[config.mk]
export PLATFORM = sky130hd
export DESIGN_NAME = sptr_top
export DESIGN_NICKNAME = d
export VERILOG_FILES = /design/src/inc/sptr_pkg.sv /design/src/rtl/sptr_top.sv
export SDC_FILE = /design/constraint.sdc
export NUM_CORES = 1
export LEC_CHECK = 0
export ABC_AREA = 1
export ABC_CLOCK_PERIOD_IN_PS = 4300
export BUFFER_PORTS_ARGS = -buffer_cell sky130_fd_sc_hd__buf_2
export CAP_MARGIN = 15
export CORE_MARGIN = 3
export CORE_UTILIZATION = 50
export CTS_CLUSTER_SIZE = 16
export DETAILED_ROUTE_END_ITERATION = 10
export PLACE_DENSITY = 0.71
export SLEW_MARGIN = 15
export SYNTH_ARGS = -nofsm -noshare
export SYNTH_HDL_FRONTEND = slang
export SYNTH_SLANG_ARGS = --single-unit
[constraint.sdc]
create_clock -name pclk -period 4.3 [get_ports pclk]
set_input_delay 0.215 -clock pclk [delete_from_list [all_inputs] [get_ports pclk]]
set_output_delay 0.215 -clock pclk [all_outputs]
set_load 0.01 [all_outputs]
[src/inc/sptr_pkg.sv]
// Package of constants and types for the stepper phase translator
package sptr_pkg;
   // Clock and time base
   localparam int unsigned CLK_HZ          = 50000000;   // pclk rate
   localparam int unsigned RATE_W          = 16;         // Width of rate fields
   localparam int unsigned ACC_W           = 32;         // Phase accumulator width
   // Rate limits in steps per second
   localparam logic [15:0] START_MAX_FULL  = 16'h03E8;   // 1000 full steps/s
   localparam logic [15:0] START_MAX_FINE  = 16'h07D0;   // 2000 half steps/s
   localparam logic [15:0] SLEW_MIN_FULL   = 16'h00C8;   // 200 steps/s
   localparam logic [15:0] SLEW_MAX_FULL   = 16'h2710;   // 10,000 steps/s
   localparam logic [15:0] SLEW_MIN_FINE   = 16'h0190;   // 400 steps/s
   localparam logic [15:0] SLEW_MAX_FINE   = 16'h4E20;   // 20,000 steps/s
   // Ramp: rate changes by one step/s every RAMP_TICK_US microseconds
   localparam int unsigned RAMP_TICK_US    = 50;
   localparam int unsigned RAMP_TICK_CYC   = (RAMP_TICK_US * (CLK_HZ / 1000000));
   localparam logic [15:0] RAMP_TICK_LAST  = 16'(RAMP_TICK_CYC - 1);
   // Reset defaults
   localparam logic [15:0] START_RST       = 16'h0064;   // 100 steps/s
   localparam logic [15:0] SLEW_RST        = 16'h03E8;   // 1000 steps/s
   // Register byte offsets
   localparam logic [7:0]  OFS_CTRL        = 8'h00;
   localparam logic [7:0]  OFS_START       = 8'h04;
   localparam logic [7:0]  OFS_SLEW        = 8'h08;
   localparam logic [7:0]  OFS_STATUS      = 8'h0C;
   localparam logic [7:0]  OFS_INT_STAT    = 8'h10;
   localparam logic [7:0]  OFS_INT_MASK    = 8'h14;
   // Interrupt bit positions
   localparam int unsigned IB_FAULT        = 0;
   localparam int unsigned IB_HOT          = 1;
   localparam int unsigned IB_STOP         = 2;
   localparam int unsigned INT_W           = 3;
   // Winding pattern index width (eight states)
   localparam int unsigned PH_W            = 3;
   // Winding leads {1,3,4,5} per state index, clockwise order
   localparam logic [3:0]  PAT_0           = 4'h1;       // 5 only
   localparam logic [3:0]  PAT_1           = 4'h9;       // 1+5
   localparam logic [3:0]  PAT_2           = 4'h8;       // 1 only
   localparam logic [3:0]  PAT_3           = 4'hA;       // 1+4
   localparam logic [3:0]  PAT_4           = 4'h2;       // 4 only
   localparam logic [3:0]  PAT_5           = 4'h6;       // 3+4
   localparam logic [3:0]  PAT_6           = 4'h4;       // 3 only
   localparam logic [3:0]  PAT_7           = 4'h5;       // 3+5
   // Oscillator modes, Gray coded along idle-start-ramp path
   typedef enum logic [1:0] {
      SPTR_IDLE  = 2'b00,
      SPTR_START = 2'b01,
      SPTR_UP    = 2'b11,
      SPTR_DOWN  = 2'b10
   } sptr_osc_t;
endpackage

[src/rtl/sptr_top.sv]
// Stepper phase translator: step decoding, winding pattern, oscillator, monitors
// Function
// - Fine mode walks eight winding states clockwise
// - Counterclockwise walks the states in reverse
// - Forward step pulse advances one state clockwise
// - Reverse step pulse advances one state counterclockwise
// - Fine select: eight states, else four
// - Every oscillator pulse appears on pulse output
// - Undervoltage latches fault output until reset
// - Over-temperature output follows thermal switch
// - Start select runs oscillator at start rate
// - Slew rate range limited per step mode
// - Slew select ramps up; release ramps down, stops
// - Start or slew select runs the oscillator
// - Forward pulses reverse when reverse select active
// - Control pins active low
`timescale 1ns/1ns
module sptr_top
   import sptr_pkg::*;
(
   input  wire logic        pclk,
   input  wire logic        presetn,
   input  wire logic        psel,
   input  wire logic        penable,
   input  wire logic        pwrite,
   input  wire logic [7:0]  paddr,
   input  wire logic [31:0] pwdata,
   output logic      [31:0] prdata,
   output logic             pready,
   output logic             pslverr,
   input  wire logic        fwd_step_in_n,       // Forward step pulse pin, low active
   input  wire logic        rev_step_in_n,       // Reverse step pulse pin, low active
   input  wire logic        reverse_dir_select_n,// Direction pin, low active
   input  wire logic        fine_step_select_n,  // Eight-state select, low active
   input  wire logic        start_rate_select_n, // Start-rate oscillator run, low active
   input  wire logic        slew_rate_select_n,  // Ramped oscillator run, low active
   input  wire logic        supply_low,          // Undervoltage detector, high = low supply
   input  wire logic        heat_switch,         // Thermal switch, high = hot
   output logic      [3:0]  winding_out,         // Leads {1,3,4,5}, high = energised
   output logic             osc_pulse_out,       // Oscillator step pulse, one cycle
   output logic             fault_out,           // Latched supply fault
   output logic             over_temp_out,       // Thermal state
   output logic             irq                  // Level interrupt
);

   localparam int unsigned NSYNC = 8;            // Pins through the synchronisers

   // Synchroniser stages: stage one feeds only stage two
   logic [NSYNC-1:0] s1_ff, s2_ff, s3_ff;
   logic [NSYNC-1:0] pin_raw;                    // Raw pins, active high
   logic [NSYNC-1:0] pin_ff;                     // Accepted levels
   logic [NSYNC-1:0] pin_prev_ff;                // Previous accepted levels

   // Control pins inverted to active high at the boundary
   assign pin_raw = {heat_switch, supply_low, ~slew_rate_select_n, ~start_rate_select_n,
                     ~fine_step_select_n, ~reverse_dir_select_n, ~rev_step_in_n,
                     ~fwd_step_in_n};

   // Three-stage synchroniser on every pin
   always_ff @(posedge pclk or negedge presetn) begin
      if (!presetn) begin
         s1_ff <= '0;
         s2_ff <= '0;
         s3_ff <= '0;
      end else begin
         s1_ff <= pin_raw;
         s2_ff <= s1_ff;
         s3_ff <= s2_ff;
      end
   end

   // A change counts only once stages two and three agree
   always_ff @(posedge pclk or negedge presetn) begin
      if (!presetn) begin
         pin_ff      <= '0;
         pin_prev_ff <= '0;
      end else begin
         pin_prev_ff <= pin_ff;
         for (int i = 0; i < NSYNC; i++) begin
            if (s2_ff[i] == s3_ff[i]) begin
               pin_ff[i] <= s3_ff[i];
            end
         end
      end
   end

   logic fwd_lvl, rev_lvl, dir_rev, fine_sel, start_sel, slew_sel, sup_low, hot;
   assign fwd_lvl   = pin_ff[0];
   assign rev_lvl   = pin_ff[1];
   assign dir_rev   = pin_ff[2];
   assign fine_sel  = pin_ff[3];
   assign start_sel = pin_ff[4];
   assign slew_sel  = pin_ff[5];
   assign sup_low   = pin_ff[6];
   assign hot       = pin_ff[7];

   // Register bank
   logic             sw_run_ff;                  // Software oscillator enable
   logic             sw_loop_ff;                 // Loop oscillator into forward input
   logic [RATE_W-1:0] start_rate_ff;             // Start rate, steps/s
   logic [RATE_W-1:0] slew_rate_ff;              // Slew rate, steps/s
   logic [INT_W-1:0] int_stat_ff;                // Sticky events
   logic [INT_W-1:0] int_mask_ff;                // Enable per event

   logic wr_en, rd_en;
   assign wr_en = psel & penable & pwrite;
   assign rd_en = psel & penable & ~pwrite;

   // Zero-wait slave
   assign pready = 1'b1;

   logic addr_ok;
   always_comb begin
      case (paddr)
         OFS_CTRL, OFS_START, OFS_SLEW, OFS_STATUS, OFS_INT_STAT, OFS_INT_MASK: addr_ok = 1'b1;
         default: addr_ok = 1'b0;
      endcase
   end
   // Unmapped offsets answer with an error
   assign pslverr = psel & penable & ~addr_ok;

   // Rate clamps for the present step mode
   logic [RATE_W-1:0] start_max, slew_min, slew_max;
   assign start_max = fine_sel ? START_MAX_FINE : START_MAX_FULL;
   assign slew_min  = fine_sel ? SLEW_MIN_FINE  : SLEW_MIN_FULL;
   assign slew_max  = fine_sel ? SLEW_MAX_FINE  : SLEW_MAX_FULL;

   logic [RATE_W-1:0] start_eff, slew_eff;
   assign start_eff = (start_rate_ff > start_max) ? start_max : start_rate_ff;
   always_comb begin
      if (slew_rate_ff < slew_min) begin
         slew_eff = slew_min;
      end else if (slew_rate_ff > slew_max) begin
         slew_eff = slew_max;
      end else begin
         slew_eff = slew_rate_ff;
      end
   end

   // Control and rate registers
   always_ff @(posedge pclk or negedge presetn) begin
      if (!presetn) begin
         sw_run_ff     <= 1'b0;
         sw_loop_ff    <= 1'b0;
         start_rate_ff <= START_RST;
         slew_rate_ff  <= SLEW_RST;
         int_mask_ff   <= '0;
      end else if (wr_en) begin
         case (paddr)
            OFS_CTRL: begin
               sw_run_ff  <= pwdata[0];
               sw_loop_ff <= pwdata[1];
            end
            OFS_START:    start_rate_ff <= pwdata[RATE_W-1:0];
            OFS_SLEW:     slew_rate_ff  <= pwdata[RATE_W-1:0];
            OFS_INT_MASK: int_mask_ff   <= pwdata[INT_W-1:0];
            default: ;
         endcase
      end
   end

   // Oscillator: rate-controlled phase accumulator with ramp
   sptr_osc_t         osc_ff, nxt_osc;
   logic [RATE_W-1:0] rate_ff;                   // Present step rate
   logic [ACC_W-1:0]  acc_ff;                    // Phase accumulator
   logic [RATE_W-1:0] tick_ff;                   // Ramp tick counter
   logic              osc_stop_pulse;            // Ramp finished
   logic              run_start, run_slew;

   // Pins or software control both start the oscillator
   assign run_start = start_sel | (sw_run_ff & ~slew_sel);
   assign run_slew  = slew_sel;

   // Mode selection
   always_comb begin
      nxt_osc = osc_ff;
      case (osc_ff)
         SPTR_IDLE: begin
            if (run_slew) begin
               nxt_osc = SPTR_UP;
            end else if (run_start) begin
               nxt_osc = SPTR_START;
            end
         end
         SPTR_START: begin
            if (run_slew) begin
               nxt_osc = SPTR_UP;
            end else if (!run_start) begin
               nxt_osc = SPTR_IDLE;
            end
         end
         SPTR_UP: begin
            if (!run_slew) begin
               nxt_osc = SPTR_DOWN;
            end
         end
         SPTR_DOWN: begin
            if (run_slew) begin
               nxt_osc = SPTR_UP;
            end else if (rate_ff <= start_eff) begin
               nxt_osc = SPTR_IDLE;
            end
         end
         default: nxt_osc = SPTR_IDLE;
      endcase
   end

   assign osc_stop_pulse = (osc_ff == SPTR_DOWN) && (nxt_osc == SPTR_IDLE);

   always_ff @(posedge pclk or negedge presetn) begin
      if (!presetn) begin
         osc_ff <= SPTR_IDLE;
      end else begin
         osc_ff <= nxt_osc;
      end
   end

   // Ramp tick: rate moves one step/s per tick
   logic ramp_tick;
   assign ramp_tick = (tick_ff == RAMP_TICK_LAST);
   always_ff @(posedge pclk or negedge presetn) begin
      if (!presetn) begin
         tick_ff <= '0;
      end else if (ramp_tick) begin
         tick_ff <= '0;
      end else begin
         tick_ff <= tick_ff + 16'h0001;
      end
   end

   // Rate: start rate directly, or ramped toward the slew rate
   always_ff @(posedge pclk or negedge presetn) begin
      if (!presetn) begin
         rate_ff <= '0;
      end else begin
         case (osc_ff)
            SPTR_START: rate_ff <= start_eff;
            SPTR_UP: begin
               if (rate_ff < start_eff) begin
                  rate_ff <= start_eff;
               end else if (ramp_tick && rate_ff < slew_eff) begin
                  rate_ff <= rate_ff + 16'h0001;
               end else if (rate_ff > slew_eff) begin
                  rate_ff <= slew_eff;
               end
            end
            SPTR_DOWN: begin
               if (ramp_tick && rate_ff > start_eff) begin
                  rate_ff <= rate_ff - 16'h0001;
               end
            end
            default: rate_ff <= start_eff;
         endcase
      end
   end

   // Phase accumulator emits one pulse per wrap of CLK_HZ
   logic [ACC_W-1:0] acc_sum;
   logic             acc_wrap;
   logic             osc_active;
   assign osc_active = (osc_ff != SPTR_IDLE);
   assign acc_sum    = acc_ff + ACC_W'(rate_ff);
   assign acc_wrap   = osc_active && (acc_sum >= ACC_W'(CLK_HZ));
   always_ff @(posedge pclk or negedge presetn) begin
      if (!presetn) begin
         acc_ff        <= '0;
         osc_pulse_out <= 1'b0;
      end else begin
         osc_pulse_out <= acc_wrap;
         if (!osc_active) begin
            acc_ff <= '0;
         end else if (acc_wrap) begin
            acc_ff <= acc_sum - ACC_W'(CLK_HZ);
         end else begin
            acc_ff <= acc_sum;
         end
      end
   end

   // Step decode: forward input may take the looped oscillator pulse
   logic fwd_edge, rev_edge, step_cw, step_ccw;
   assign fwd_edge = (fwd_lvl & ~pin_prev_ff[0]) | (sw_loop_ff & osc_pulse_out);
   assign rev_edge = rev_lvl & ~pin_prev_ff[1];
   // Reverse select turns forward pulses counterclockwise
   assign step_cw  = fwd_edge & ~dir_rev & ~rev_edge;
   assign step_ccw = (rev_edge | (fwd_edge & dir_rev)) & ~(fwd_edge & ~dir_rev);

   // Winding state index; full mode uses only the odd (two-on) states
   logic [PH_W-1:0] phase_ff, step_size;
   assign step_size = fine_sel ? 3'h1 : 3'h2;
   always_ff @(posedge pclk or negedge presetn) begin
      if (!presetn) begin
         phase_ff <= 3'h1;
      end else if (step_cw) begin
         // Full mode forces onto a two-on state first
         phase_ff <= (phase_ff + step_size) | (fine_sel ? 3'h0 : 3'h1);
      end else if (step_ccw) begin
         phase_ff <= (phase_ff - step_size) | (fine_sel ? 3'h0 : 3'h1);
      end
   end

   // Winding pattern lookup, registered
   logic [3:0] nxt_winding;
   always_comb begin
      case (phase_ff)
         3'h0: nxt_winding = PAT_0;
         3'h1: nxt_winding = PAT_1;
         3'h2: nxt_winding = PAT_2;
         3'h3: nxt_winding = PAT_3;
         3'h4: nxt_winding = PAT_4;
         3'h5: nxt_winding = PAT_5;
         3'h6: nxt_winding = PAT_6;
         3'h7: nxt_winding = PAT_7;
         default: nxt_winding = PAT_1;
      endcase
   end

   // Monitors and outputs
   always_ff @(posedge pclk or negedge presetn) begin
      if (!presetn) begin
         winding_out   <= '0;
         fault_out     <= 1'b0;
         over_temp_out <= 1'b0;
      end else begin
         winding_out   <= nxt_winding;
         over_temp_out <= hot;
         if (sup_low) begin
            fault_out <= 1'b1;
         end
      end
   end

   // Sticky interrupt status; a new event wins over a clear
   logic [INT_W-1:0] events;
   assign events = {osc_stop_pulse, hot & ~pin_prev_ff[7], sup_low & ~pin_prev_ff[6]};
   always_ff @(posedge pclk or negedge presetn) begin
      if (!presetn) begin
         int_stat_ff <= '0;
      end else if (wr_en && paddr == OFS_INT_STAT) begin
         int_stat_ff <= (int_stat_ff & ~pwdata[INT_W-1:0]) | events;
      end else begin
         int_stat_ff <= int_stat_ff | events;
      end
   end

   assign irq = |(int_stat_ff & int_mask_ff);

   // Read data, registered in the setup phase
   always_ff @(posedge pclk or negedge presetn) begin
      if (!presetn) begin
         prdata <= '0;
      end else if (psel && !penable && !pwrite) begin
         case (paddr)
            OFS_CTRL:     prdata <= {30'h0, sw_loop_ff, sw_run_ff};
            OFS_START:    prdata <= {16'h0, start_rate_ff};
            OFS_SLEW:     prdata <= {16'h0, slew_rate_ff};
            OFS_STATUS:   prdata <= {8'h0, rate_ff, 1'b0, phase_ff, osc_ff, dir_rev, fine_sel};
            OFS_INT_STAT: prdata <= {29'h0, int_stat_ff};
            OFS_INT_MASK: prdata <= {29'h0, int_mask_ff};
            default:      prdata <= '0;
         endcase
      end
   end

endmodule

Word level (Yosys, flattened, before mapping):

Memories as Yosys holds them, arrays and structs flattened. A register that Yosys moved wholly into a read port is not among the register bits.
Cells that the tools add are included.

* register bits after elaboration: 184
* memory bits (read-only): 32
* input port bits: 53
* output and inout port bits: 42
* logic and storage cells: 152
* memories kept: 1

* add/subtract/negate cells: 7
* order comparisons: 9
* equal/unequal tests: 19
* multiplexer cells: 29
* bitwise operators: 38
* reduce and logical (&&, ||, !) cells: 22

Memory list
* (no name shown): words 8, bits a word 4, read ports 1, clocked after Yosys merged registers in 1, write ports 0, RTL line sptr_top.sv:305 `case (phase_ff)`

Operators with widths (number)
* case mux 24 bit (6 select lines): 1
* two-way mux 16 bit: 8
* two-way mux 32 bit: 2
* adder 16 x 1 -> 16 bit (second input constant): 2
* adder 32 x 16 -> 32 bit: 1
* greater-or-equal comparator 32 x 26 -> 1 bit (second input constant): 1
* greater-than comparator 16 bit: 2
* < comparator 16 bit: 2
* case mux 16 bit (2 select lines): 1
* subtractor 32 x 26 -> 32 bit (second input constant): 1
* == test 16 x 12 -> 1 bit (second input constant): 1
* == test 8 x 4 -> 1 bit (second input constant): 2
* == test 8 x 5 -> 1 bit (second input constant): 2
* greater-than comparator 16 x 11 -> 1 bit: 1
* greater-than comparator 16 x 15 -> 1 bit: 1
* less-or-equal comparator 16 bit: 1
* < comparator 16 x 9 -> 1 bit: 1
* two-way mux 2 bit: 8
* subtractor 16 x 1 -> 16 bit (second input constant): 1
* two-way mux 15 bit: 1
* NOT 1 bit: 15
* AND 1 bit: 13
* two-way mux 11 bit: 1
* AND reduction 2 bit: 5
* other kinds (24): 50

Longest topological paths before layout:

Gate-level depths: netlist of the first run.

* depth after elaboration: 11
* depth in mapped cells: 30
* mapped depth without buffers: 29

Worst setup path before layout of the first run:

OpenSTA, ideal clock, no wires.

* path kind: reg-to-reg
* from: reg pin_ff[3]
* to: reg rate_ff[11]
* library setup time: 0.139 ns
* arrival: 4.018 ns
* required time: 4.161 ns
* setup slack: 0.143 ns
* stages on the path, launching flop included: 26
* buffers on the path: 2
* clock period less this slack: 4.157 ns
* path through: dfrtp_1 clkbuf_1 inv_1 ha_1 nor4_1 nand3_1 nand3_1 nand2_1 inv_1 nand2_1 nand2_1 inv_1 o21ai_0 ha_1 a21oi_1 o21a_1 o21ai_0 nor3_1 nand2_1 nor2_2 inv_1 nand3_1 nand2_1 clkbuf_1 nor2_1 a22oi_1

* word-level cells in the longest chain between the ends: 9
* elaborated cells on any way between the ends: 22
* those cells by class: order compare: 7; eq/ne: 2; mux: 10; reduce/logical: 3

RTL lines
* start: declaration: RTL line sptr_top.sv:51 `logic [NSYNC-1:0] pin_ff;`
* start signal: indexed assignment: RTL line sptr_top.sv:81 `pin_ff[i] <= s3_ff[i];`
* two-way mux 15 bit: RTL line sptr_top.sv:126 `assign slew_max = fine_sel ? SLEW_MAX_FINE : SLEW_MAX_FULL;`
* greater-than comparator 16 x 15 -> 1 bit: RTL line sptr_top.sv:133 `end else if (slew_rate_ff > slew_max) begin`
* two-way mux 16 bit: RTL line sptr_top.sv:133
* two-way mux 16 bit: RTL line sptr_top.sv:131 `if (slew_rate_ff < slew_min) begin`
* < comparator 16 bit: RTL line sptr_top.sv:241 `end else if (ramp_tick && rate_ff < slew_eff) begin`
* logical AND 1 bit: RTL line sptr_top.sv:241
* two-way mux 16 bit: RTL line sptr_top.sv:241
* two-way mux 16 bit: RTL line sptr_top.sv:239 `if (rate_ff < start_eff) begin`
* case mux 16 bit (2 select lines): RTL line sptr_top.sv:236 `case (osc_ff)`
* end signal: assignment: RTL line sptr_top.sv:237 `SPTR_START: rate_ff <= start_eff;`
* end signal: assignment: RTL line sptr_top.sv:240 `rate_ff <= start_eff;`
* end signal: assignment: RTL line sptr_top.sv:242 `rate_ff <= rate_ff + 16'h0001;`
* end: declaration: RTL line sptr_top.sv:164 `logic [RATE_W-1:0] rate_ff;`

Several ways; a longest one is shown, not always the timed one. The select of a mux whose other input is x is not followed.
A chain may end at the register's enable or synchronous reset.

Worst setup path after layout of the first run:

* from: reg pin_ff[3]
* to: reg rate_ff[5]

Same word-level chain as after synthesis.

==> results list, run 1 <==
- The count of nets left with antenna violations once routing finished came out at 0.
- In the global route stage, overall resource usage came out at 24.6%.
* Die Ht: 159 um
* Yosys Warn Count: 0
- The finished cells cover 13,200 um^2.
* NumNets Final: 1,838
* Most numerous cell on the critical path: sky130_fd_sc_hd__o21ai_0
- Clock slew seen by the registers of the worst setup and hold paths: 0.08 ns
- Setup slack on the worst reg-to-reg path comes out at around 0.28 ns.
- Met3 usage in global routing: 3.52%
- After synthesis, the share of flip-flops with an asynchronous set or reset is 100%.
- Total power per unit cell area: 568 nW/um^2
- Average wire per standard cell: 15.1 um
- For met1 alone, demand over resource in global routing was between 30% and 40%.
- Dividing the detail-routed via count by the number of cells gives 5.47.
* Most instantiated library cell after synthesis: sky130_fd_sc_hd__nand2_1
- TritonCTS Buffers: 17
* Number of cell instances on the worst register-to-register path: 23
- Latest clock arrival within the worst-skew pair: 0.44 ns
* Global-route wire length before repair: 51,600 um
- Syn avg cell area: 7.20 um^2
* Top cells by area, synth: sky130_fd_sc_hd__dfrtp_1 35%, sky130_fd_sc_hd__nand2_1 13%, sky130_fd_sc_hd__ha_1 7.0%
- The clock arrives with 0.0157 ns of skew.
- At the end of the flow the core is filled with cells to 58.1%.
- The worst hold path passes through 3 cells.
- Hold path startpoint: pwdata[8]
* Type of element launching the critical path: flip-flop
* Total placed instance area: 12,400 um^2
- Antenna violations before repair: 0
* Number of rows created at floorplan: 55
- Data on the critical path arrives at its endpoint at around 4.4 ns.
* Total via count in the routed design: 11,200
- Along the worst path, the maximum fanout reaches 12.
* Max-slew violation count: 0
- Top-area cell type share of the netlist area: between 30% and 40%
* Hold worst-path end: slew_rate_ff[8]$_DFFE_PN1P_
- Filler cells: 2,154
- The clock passes through at most 2 buffers.
- The synthesized design contains 0 enable-type register cells.
- The number of global-route vias before repair was between 10,000 and 15,000.
- Entering global routing, the biggest net connects 93 pins.
* Final weighted congestion in routability-driven placement: 0.961
- The die covers 25,200 um^2.
- In this run the most used layer during global routing was met2.
- Worst Hold Class: primary input to flip-flop
- Slew @ Worst Pin: about 1.1 ns
* Aggregate global routing overflow: 0
- Final setup margin: 0.277 ns
- P_leak: 6.58 nW
* Post-place setup slack: 0.254 ns
* Initial Util: 51.2%
- Clk sinks: 175
- In this run the critical register-to-register path is launched from pin_ff[3]$_DFFE_PN0N_.
- Area overhead of the layout relative to synthesis: 13.3%
- Type of destination of the critical path: flip-flop
- The final layout contains routed wiring with a total length of 30,900 um.
- Cells after synthesis: 1,621
* Detailed Place HPWL: 23,200 um
- Prevailing post-synth register cell: sky130_fd_sc_hd__dfrtp_1
* Final setup TNS: 0 ns
- The flow ran to the end, and the final reports show no timing, DRC or antenna violations.
- TritonCTS built the clock tree.
* Clock root buffer master: sky130_fd_sc_hd__clkbuf_16
- The number of different library cells used by synthesis comes to 57.
* Fin crit period: between 4 and 5 ns
* Synthesis-stage register bit count: roughly 180
- For this run, the register share of the synthesized area comes to 37.6%.
- Pre-Repair DR Iteration Count: 5
- Final Cycle Share: ~94%
- Based on the critical path, the design can be clocked at up to 249 MHz.
* Die outline width: ~160 um
- Setup violations remaining at the end of the flow were counted as 0.
- Global routing used about two fifths of the available met2 tracks.
- Max-Slew Margin vs Limit: 29.8%
- 95 I/O pins were placed.
* CP startpoint: pin_ff[3]$_DFFE_PN0N_
* Number of buffer cells added on primary ports: 69
- Remaining DRCs: 0
- Standard cell with the maximum stage delay on the critical path: sky130_fd_sc_hd__dfrtp_1
- Cell breakdown of the critical path: clkinvlp_4 > ha_1 > nand3_1 > nor3_1 > nand4_1 > nand2_1 > buf_4 > o21ai_1 > o21ai_0 > inv_1 > ha_1 > a21oi_1 > o21a_1 > o21ai_0 > nor3_2 > nand2_1 > nor2_2 > inv_1 > buf_4 > o21ai_0 > o21bai_1 > nand3_1 > a21oi_1
- Startpoint-to-endpoint class of the critical path: flip-flop to flip-flop
- After the first detailed-routing iteration, the DRC count stood at a little under 1,000.
- IR analysis of the VDD net gives a maximum drop of between 0.2 and 0.25 mV.
* Fraction of final layout cells with drive strength greater than 1: 12.3%
* Max stage delay on crit path: 0.40 ns
- Reg-to-Reg End: rate_ff[5]$_DFFE_PN0P_
- The largest total area in the synthesized netlist belongs to sky130_fd_sc_hd__dfrtp_1.
* Core area: 22,800 um^2
- The clock tree synthesis step divided the H-tree into 4 levels.
- WP data required: 4.67 ns
* Max-cap violations: 0
- Count of antenna diodes in the layout: 0
- Combined area of all synthesized cells: 11,700 um^2
* Commonest cells in the synthesized netlist: 405 x sky130_fd_sc_hd__nand2_1, 199 x sky130_fd_sc_hd__inv_1, 165 x sky130_fd_sc_hd__dfrtp_1, 165 x sky130_fd_sc_hd__nor2_1, 124 x sky130_fd_sc_hd__o21ai_0
- Final hold violation count: 0
- The design draws 0.00751 W.
-- metal layers --
metal | vias to the layer above | part of all wire [%]
li1 | 5503 | -
met1 | 5202 | 46
met2 | 423 | 45
met3 | 52 | 7.2
met4 | 0 | 1.9
met5 | - | 0
-- cell families after synthesis --
| kind of cell | synth area share, % |
|---|---|
| AND/OR/NAND/NOR | 29.9 |
| XOR/XNOR | 1.66 |
| AO/OA/AOI/OAI | 13.6 |
| buffers and inverters | 8.92 |
| other | 0.0643 |
| adder cells (fa/ha/maj) | 8.17 |
| flip-flops | 37.6 |
-- layout make-up --
cell class,instances,area [um^2],area share (%)
sequential,175,4390,33.2
clock buffer,17,425,3.22
inverter,223,845,6.39
multi-input combinational,1197,6330,47.8
clock inverter,15,211,1.60
timing repair buffer,103,636,4.81
tap,313,392,2.96
-- per-stage QoR --
| stage | hold WS, ns | std cells |
|---|---|---|
| after floorplan | -0.0806 | 1634 |
| after global placement | 0.322 | 1999 |
| after detailed placement | 0.325 | 1999 |
| after CTS | 0.000174 | 2041 |
| after global routing | 0.0165 | 2043 |
| final | 0.0161 | 2043 |
-- cells in the final DEF (no fill, tap or decap), types with 5 or more instances in the layout --
cell type                       netlist  routed
sky130_fd_sc_hd__inv_2               20      21
sky130_fd_sc_hd__nor2_2              10      11
sky130_fd_sc_hd__a21oi_1             92      91
sky130_fd_sc_hd__nand3_1            102     102
sky130_fd_sc_hd__o31ai_1              8       8
sky130_fd_sc_hd__o21ai_0            124     123
sky130_fd_sc_hd__buf_2                1      68
sky130_fd_sc_hd__nor4_1              13      13
sky130_fd_sc_hd__nor2_1             165     164
sky130_fd_sc_hd__clkbuf_16            0      17
sky130_fd_sc_hd__o211ai_1             9       9
sky130_fd_sc_hd__nand2_2             15      17
sky130_fd_sc_hd__dlygate4sd3_1        0      10
sky130_fd_sc_hd__o21ai_1              5       6
sky130_fd_sc_hd__nand3b_1             7       7
sky130_fd_sc_hd__nand2_1            405     403
sky130_fd_sc_hd__dfstp_2             10      10
sky130_fd_sc_hd__ha_1                65      65
sky130_fd_sc_hd__dfrtp_1            165     165
sky130_fd_sc_hd__xor2_1              17      17
sky130_fd_sc_hd__inv_1              199     196
sky130_fd_sc_hd__nor3_2               1       5
sky130_fd_sc_hd__conb_1               2      15
sky130_fd_sc_hd__a22oi_1             10      10
sky130_fd_sc_hd__nand4_1             25      25
sky130_fd_sc_hd__buf_4               10      23
sky130_fd_sc_hd__nor3_1              35      31
sky130_fd_sc_hd__o22ai_1             10      10
sky130_fd_sc_hd__nand3_2              6       6
sky130_fd_sc_hd__maj3_1               8       8
sky130_fd_sc_hd__a221oi_1             8       8
-- worst max-delay path, delay by kind of cell (launching register included) --
family          cells  cell delay [ns]
simple gates        8             1.15
fa+ha+maj           2             0.55
buf+inv             5             0.74
compound gates      8             1.13
flops               1             0.40
-- worst max path at each step --
stage	endpoint	slack (ns)	cells past startpoint
floorplan	rate_ff[11]$_DFFE_PN0P_	0.14	25
global placement	rate_ff[13]$_DFFE_PN0P_	0.37	24
detailed placement	rate_ff[13]$_DFFE_PN0P_	0.25	24
CTS	rate_ff[13]$_DFFE_PN0P_	0.24	24
global route	rate_ff[5]$_DFFE_PN0P_	-0.009	24
finish	rate_ff[5]$_DFFE_PN0P_	0.28	23
-- state kept, by name, summed over array words and instances (netlist names) --
name           count
acc_ff            32
prdata            24
rate_ff           16
slew_rate_ff      16
start_rate_ff     16
tick_ff           16
pin_ff             8
s1_ff              8
s2_ff              8
s3_ff              8
winding_out        4
int_mask_ff        3
int_stat_ff        3
phase_ff           3
pin_prev_ff        3
osc_ff             2
fault_out          1
osc_pulse_out      1
over_temp_out      1
sw_loop_ff         1
sw_run_ff          1
-- where the power goes --
group,internal (W),total (W),switching (W)
Combinational,0.00122,0.00364,0.00242
Sequential,0.00189,0.00219,0.000299
Clock,0.000898,0.00168,0.000781
Total,0.00401,0.00751,0.00350
-- timing repair --
action	CTS	global route
setup buffers	0	2
setup endpoints to repair	0	16
resized for setup	0	13
hold buffers	10	0
hold endpoints to repair	93	0
No activity file was read; power rests on OpenSTA's default activity.
==> inputs of run 2 (changes only) <==
--- a/config.mk
+++ b/config.mk
@@ -5,8 +5,6 @@
 export SDC_FILE = /design/constraint.sdc
 export NUM_CORES = 1
 export LEC_CHECK = 0
-export ABC_AREA = 1
-export ABC_CLOCK_PERIOD_IN_PS = 4300
 export BUFFER_PORTS_ARGS = -buffer_cell sky130_fd_sc_hd__buf_2
 export CAP_MARGIN = 15
 export CORE_MARGIN = 3
==> run 2 against run 1 <==
  * The flow now finishes with violations (setup timing)
  * Synthesized cell count down 29%
  * Sequential power down 9.1%
  * Global-route usage down 0.82 points
  * Register-to-register slack worse by 0.33 ns
  * Critical endpoint is now rate_ff[14]$_DFFE_PN0P_
  * Hold slack better by 0.0026 ns
  * Combinational power down 22%
  * Power down 14%
  * Critical path depth up 3
  * Non-clock buffer count up 69
  * Die area down 6.2%
  * Largest cell class unchanged
==> results list, run 2 <==
* Share of async-settable or async-resettable flops after synthesis: 100%
- DR vias/cell: between 5 and 6
- The core region is 21,200 um^2.
- The final count of hold timing violations is 0.
- Latest clock arrival within the worst-skew pair: 0.45 ns
* Top cells by area, synth: sky130_fd_sc_hd__dfrtp_1 38%, sky130_fd_sc_hd__ha_1 7.4%, sky130_fd_sc_hd__mux2_2 5.6%
- Clk_skew: 0.0199 ns
- Fraction of final layout cells with drive strength greater than 1: 25.3%
- Via count of the first global-routing pass: 9,015
- Including well taps, the total number of placed cells is 1,520.
* Final setup margin: -0.0558 ns
- Final Setup Violations: 1
- The library cell used most frequently in the layout, excluding fill and tap cells, is sky130_fd_sc_hd__dfrtp_1.
* Combined area of all synthesized cells: 10,900 um^2
- During synthesis, Yosys emitted a total of 0 warnings.
- Of all cell types, the one taking the most synthesized area is sky130_fd_sc_hd__dfrtp_1.
* Final Cycle Share: 101%
- Tot GR Track Use: a little under a quarter
- Summed over all cells, the static leakage comes to 6.05 nW.
* Die outline width: 154 um
- Wires add up to between 20,000 and 30,000 um.
- CTS built an H-tree with a depth of 4.
* Number of synthesized flops with an enable pin: 0
- Commonest cells in the synthesized netlist: 165 x sky130_fd_sc_hd__dfrtp_1, 105 x sky130_fd_sc_hd__nand2_1, 88 x sky130_fd_sc_hd__nor2_1, 65 x sky130_fd_sc_hd__ha_1, 62 x sky130_fd_sc_hd__o21ai_0
- Setup repair after global routing could not meet its margin everywhere.
* Worst Hold Class: primary input to flip-flop
- WP data required: 4.65 ns
* Cells after synthesis: between 1,000 and 1,500
- Number of cell instances on the worst register-to-register path: 26
* CTS max path bufs: 2
- The first global-routing pass estimated 45,900 um of wire.
* Worst Hold Depth: 2
- STA classifies the critical path startpoint as a flip-flop.
- Run status: finished, violations left
- Entering global routing, the biggest net connects 97 pins.
- Pre-Repair DR Iteration Count: 8
* Initial Util: 51.5%
- Top achievable clock speed: roughly 230 MHz
* Post-place setup slack: -0.230 ns
* Power share of the sequential group: 30.8%
- The clock net in this run drives a total of 175 sinks.
- Cells fill 62.1% of the core in the end.
- The layout has 1,745 filler cells.
- Summed over all layers, the global routing overflow is 0.
- Proportion of power drawn by combinational gates: between 40% and 50%
- The synthesized design devotes to its leading area cell type 37.8% of total area.
* Distinct cells, synth: 86
- Total via count in the routed design: 9,273
* Type of destination of the critical path: flip-flop
- Post-layout instance count excluding filler cells: 1,573
- Among all flip-flop cells after synthesis, the most frequent one is sky130_fd_sc_hd__dfrtp_1.
- TritonCTS built the clock tree.
- Detailed Place HPWL: 20,500 um
* Largest Register: acc_ff
* Antenna violations before repair: 0
- Syn avg cell area: 9.55 um^2
- In this run the power density over the cells is 491 nW/um^2.
* Number of primary I/O pins: 95
* Internal: between 0.003 and 0.004 W
* Max-Slew Margin vs Limit: 39.1%
* Final setup TNS: -0.0558 ns
- After floorplanning, the core was divided into 53 placement rows.
- IR analysis of the VDD net gives a maximum drop of 0.249 mV.
- The number of max-slew violations in the final report came to 0.
- Fin crit period: 4.36 ns
- Net switching is 40.3% of the power.
* Count of antenna diodes in the layout: 0
- NumNets Final: 1,406
- At the pin with the least slew margin, the transition time is 0.913 ns.
- Worst endpoint data arrival time: 4.71 ns
* Clock slew seen by the registers of the worst setup and hold paths: 0.09 ns
- Total power consumption of the routed design: 0.00647 W
- For this run, design rule violations remaining after detail routing come to 0.
- Number of flip-flops in the largest register: 32
- The synthesized design contains between 150 and 200 register bits.
* Startpoint-to-endpoint class of the critical path: flip-flop to flip-flop
- By instance count, the leading cell after synthesis is sky130_fd_sc_hd__dfrtp_1.
- Switching component of the power: 0.00261 W
- Final weighted congestion in routability-driven placement: 0.942
* Max-cap violations: 0
- The library cells used most frequently in the layout, excluding fill and tap cells, are 164 x sky130_fd_sc_hd__dfrtp_1, 100 x sky130_fd_sc_hd__nand2_1, 85 x sky130_fd_sc_hd__nor2_1.
* Remaining antenna violation count: 0
* First DRT Iteration DRCs: around 770
* Area overhead of the layout relative to synthesis: 20.7%
- Average wire per standard cell: 18.2 um
* Maximum fanout encountered on the critical timing path: 7
* Clock network power share: 25.3%
- Clock root buffer master: sky130_fd_sc_hd__clkbuf_16
* Share of the yosys chip area belonging to registers: 40.2%
* Biggest registers after layout: acc_ff: 32 flops, prdata: 24 flops
* DIE AREA: 23,600 um^2
- The die is between 150 and 200 um tall.
- TritonCTS Buffers: 17
- In this run the tool buffered the top-level ports with between 60 and 70 buffer cells.
- The checks that failed: setup timing.
## run 2: cell count changes in the layout (fill, tap and decap cells not counted), moves of 58 or more
cell / previous run / this run
sky130_fd_sc_hd__o21ai_0: 123 / 46
sky130_fd_sc_hd__nand2_1: 403 / 100
sky130_fd_sc_hd__inv_1: 196 / 29
sky130_fd_sc_hd__buf_4: 23 / 81
sky130_fd_sc_hd__nand3_1: 102 / 34
sky130_fd_sc_hd__nor2_1: 164 / 85
## run 2: final cells by class
cell class | instances | area, um^2 | area share (%)
Clock buffer | 17 | 425 | 3.23
Clock inverter | 15 | 214 | 1.62
Inverter | 32 | 125 | 0.949
Multi-Input combinational cell | 887 | 6460 | 49.0
Sequential cell | 175 | 4390 | 33.3
Tap cell | 275 | 344 | 2.61
Timing Repair Buffer | 172 | 1220 | 9.24
## run 2: layer usage
layer | GRT usage [%] | part of all wire (%) | wire length (um) | up-vias
li1 | - | - | - | 4406
met1 | 32.5 | 45 | 12700 | 4502
met2 | 38.5 | 48 | 13700 | 313
met3 | 4.56 | 5.5 | 1580 | 52
met4 | 7.57 | 2.0 | 572 | 0
met5 | 0 | 0 | 0 | -
## run 2: final timing paths
check,from,to,slack [ns]
worst max-delay path,pin_ff[3]$_DFFE_PN0N_,rate_ff[14]$_DFFE_PN0P_,-0.06
min in group asynchronous,presetn,prdata[9]$_DFFE_PN0P_,0.40
worst max register to register,pin_ff[3]$_DFFE_PN0N_,rate_ff[14]$_DFFE_PN0P_,-0.06
worst min register to register,s1_ff[5]$_DFF_PN0_,s2_ff[5]$_DFF_PN0_,0.35
max in group asynchronous,presetn,rate_ff[6]$_DFFE_PN0P_,2.80
worst min-delay path,pwdata[10],start_rate_ff[10]$_DFFE_PN0P_,0.02
## run 2: per-stage QoR
stage               instance area (um^2)  hold slack (ns)
global route                       13200           0.0104
finish                             13200           0.0188
detailed placement                 12000            0.324
global placement                   12000            0.322
floorplan                          11000          -0.0806
CTS                                12800         0.000422
## run 2: worst max-delay path, cell delays in order (launching register included)
cell,delay [ns]
sky130_fd_sc_hd__dfrtp_2,0.43
sky130_fd_sc_hd__clkinv_4,0.10
sky130_fd_sc_hd__buf_6,0.14
sky130_fd_sc_hd__buf_4,0.15
sky130_fd_sc_hd__ha_2,0.17
sky130_fd_sc_hd__nor2_1,0.07
sky130_fd_sc_hd__o21ai_1,0.07
sky130_fd_sc_hd__a21oi_1,0.19
sky130_fd_sc_hd__o311ai_1,0.11
sky130_fd_sc_hd__buf_4,0.18
sky130_fd_sc_hd__and2_4,0.17
sky130_fd_sc_hd__nand2_4,0.08
sky130_fd_sc_hd__ha_4,0.19
sky130_fd_sc_hd__nor2b_1,0.14
sky130_fd_sc_hd__o21a_1,0.17
sky130_fd_sc_hd__o21a_1,0.17
sky130_fd_sc_hd__o21a_1,0.17
sky130_fd_sc_hd__o21a_1,0.18
sky130_fd_sc_hd__o21ai_2,0.12
sky130_fd_sc_hd__a32oi_2,0.15
sky130_fd_sc_hd__buf_6,0.16
sky130_fd_sc_hd__nor2_4,0.16
sky130_fd_sc_hd__buf_12,0.16
sky130_fd_sc_hd__buf_4,0.10
sky130_fd_sc_hd__mux2i_1,0.19
sky130_fd_sc_hd__a32oi_1,0.09
sky130_fd_sc_hd__o21ai_1,0.22
## run 2: power groups by stage
stage / registers [W] / clock network [W] / logic, W
global placement: 0.00201 / 0 / 0.00251
floorplan: 0.00202 / 0 / 0.00182
global route: 0.00201 / 0.00173 / 0.00314
CTS: 0.00199 / 0.00167 / 0.00262
finish: 0.00199 / 0.00164 / 0.00284
detailed placement: 0.00202 / 0 / 0.00258
## run 2: cells by family after synthesis
kind of cell	synth area share, %
AOI/OAI and AO/OA	16.3
xor gates and xnor gates	6.16
adders and majority gates	8.73
buffers and inverters	3.90
DFF	40.2
muxes	7.10
other	0.0688
and+or+nand+nor	17.5
## run 2: what timing repair did
item	in CTS	in global routing
gates resized for setup	12	71
pin swaps	2	14
setup buffers	0	8
endpoints found under the hold margin	97	0
setup endpoints to repair	16	36
hold buffers	12	0
gates cloned	0	1
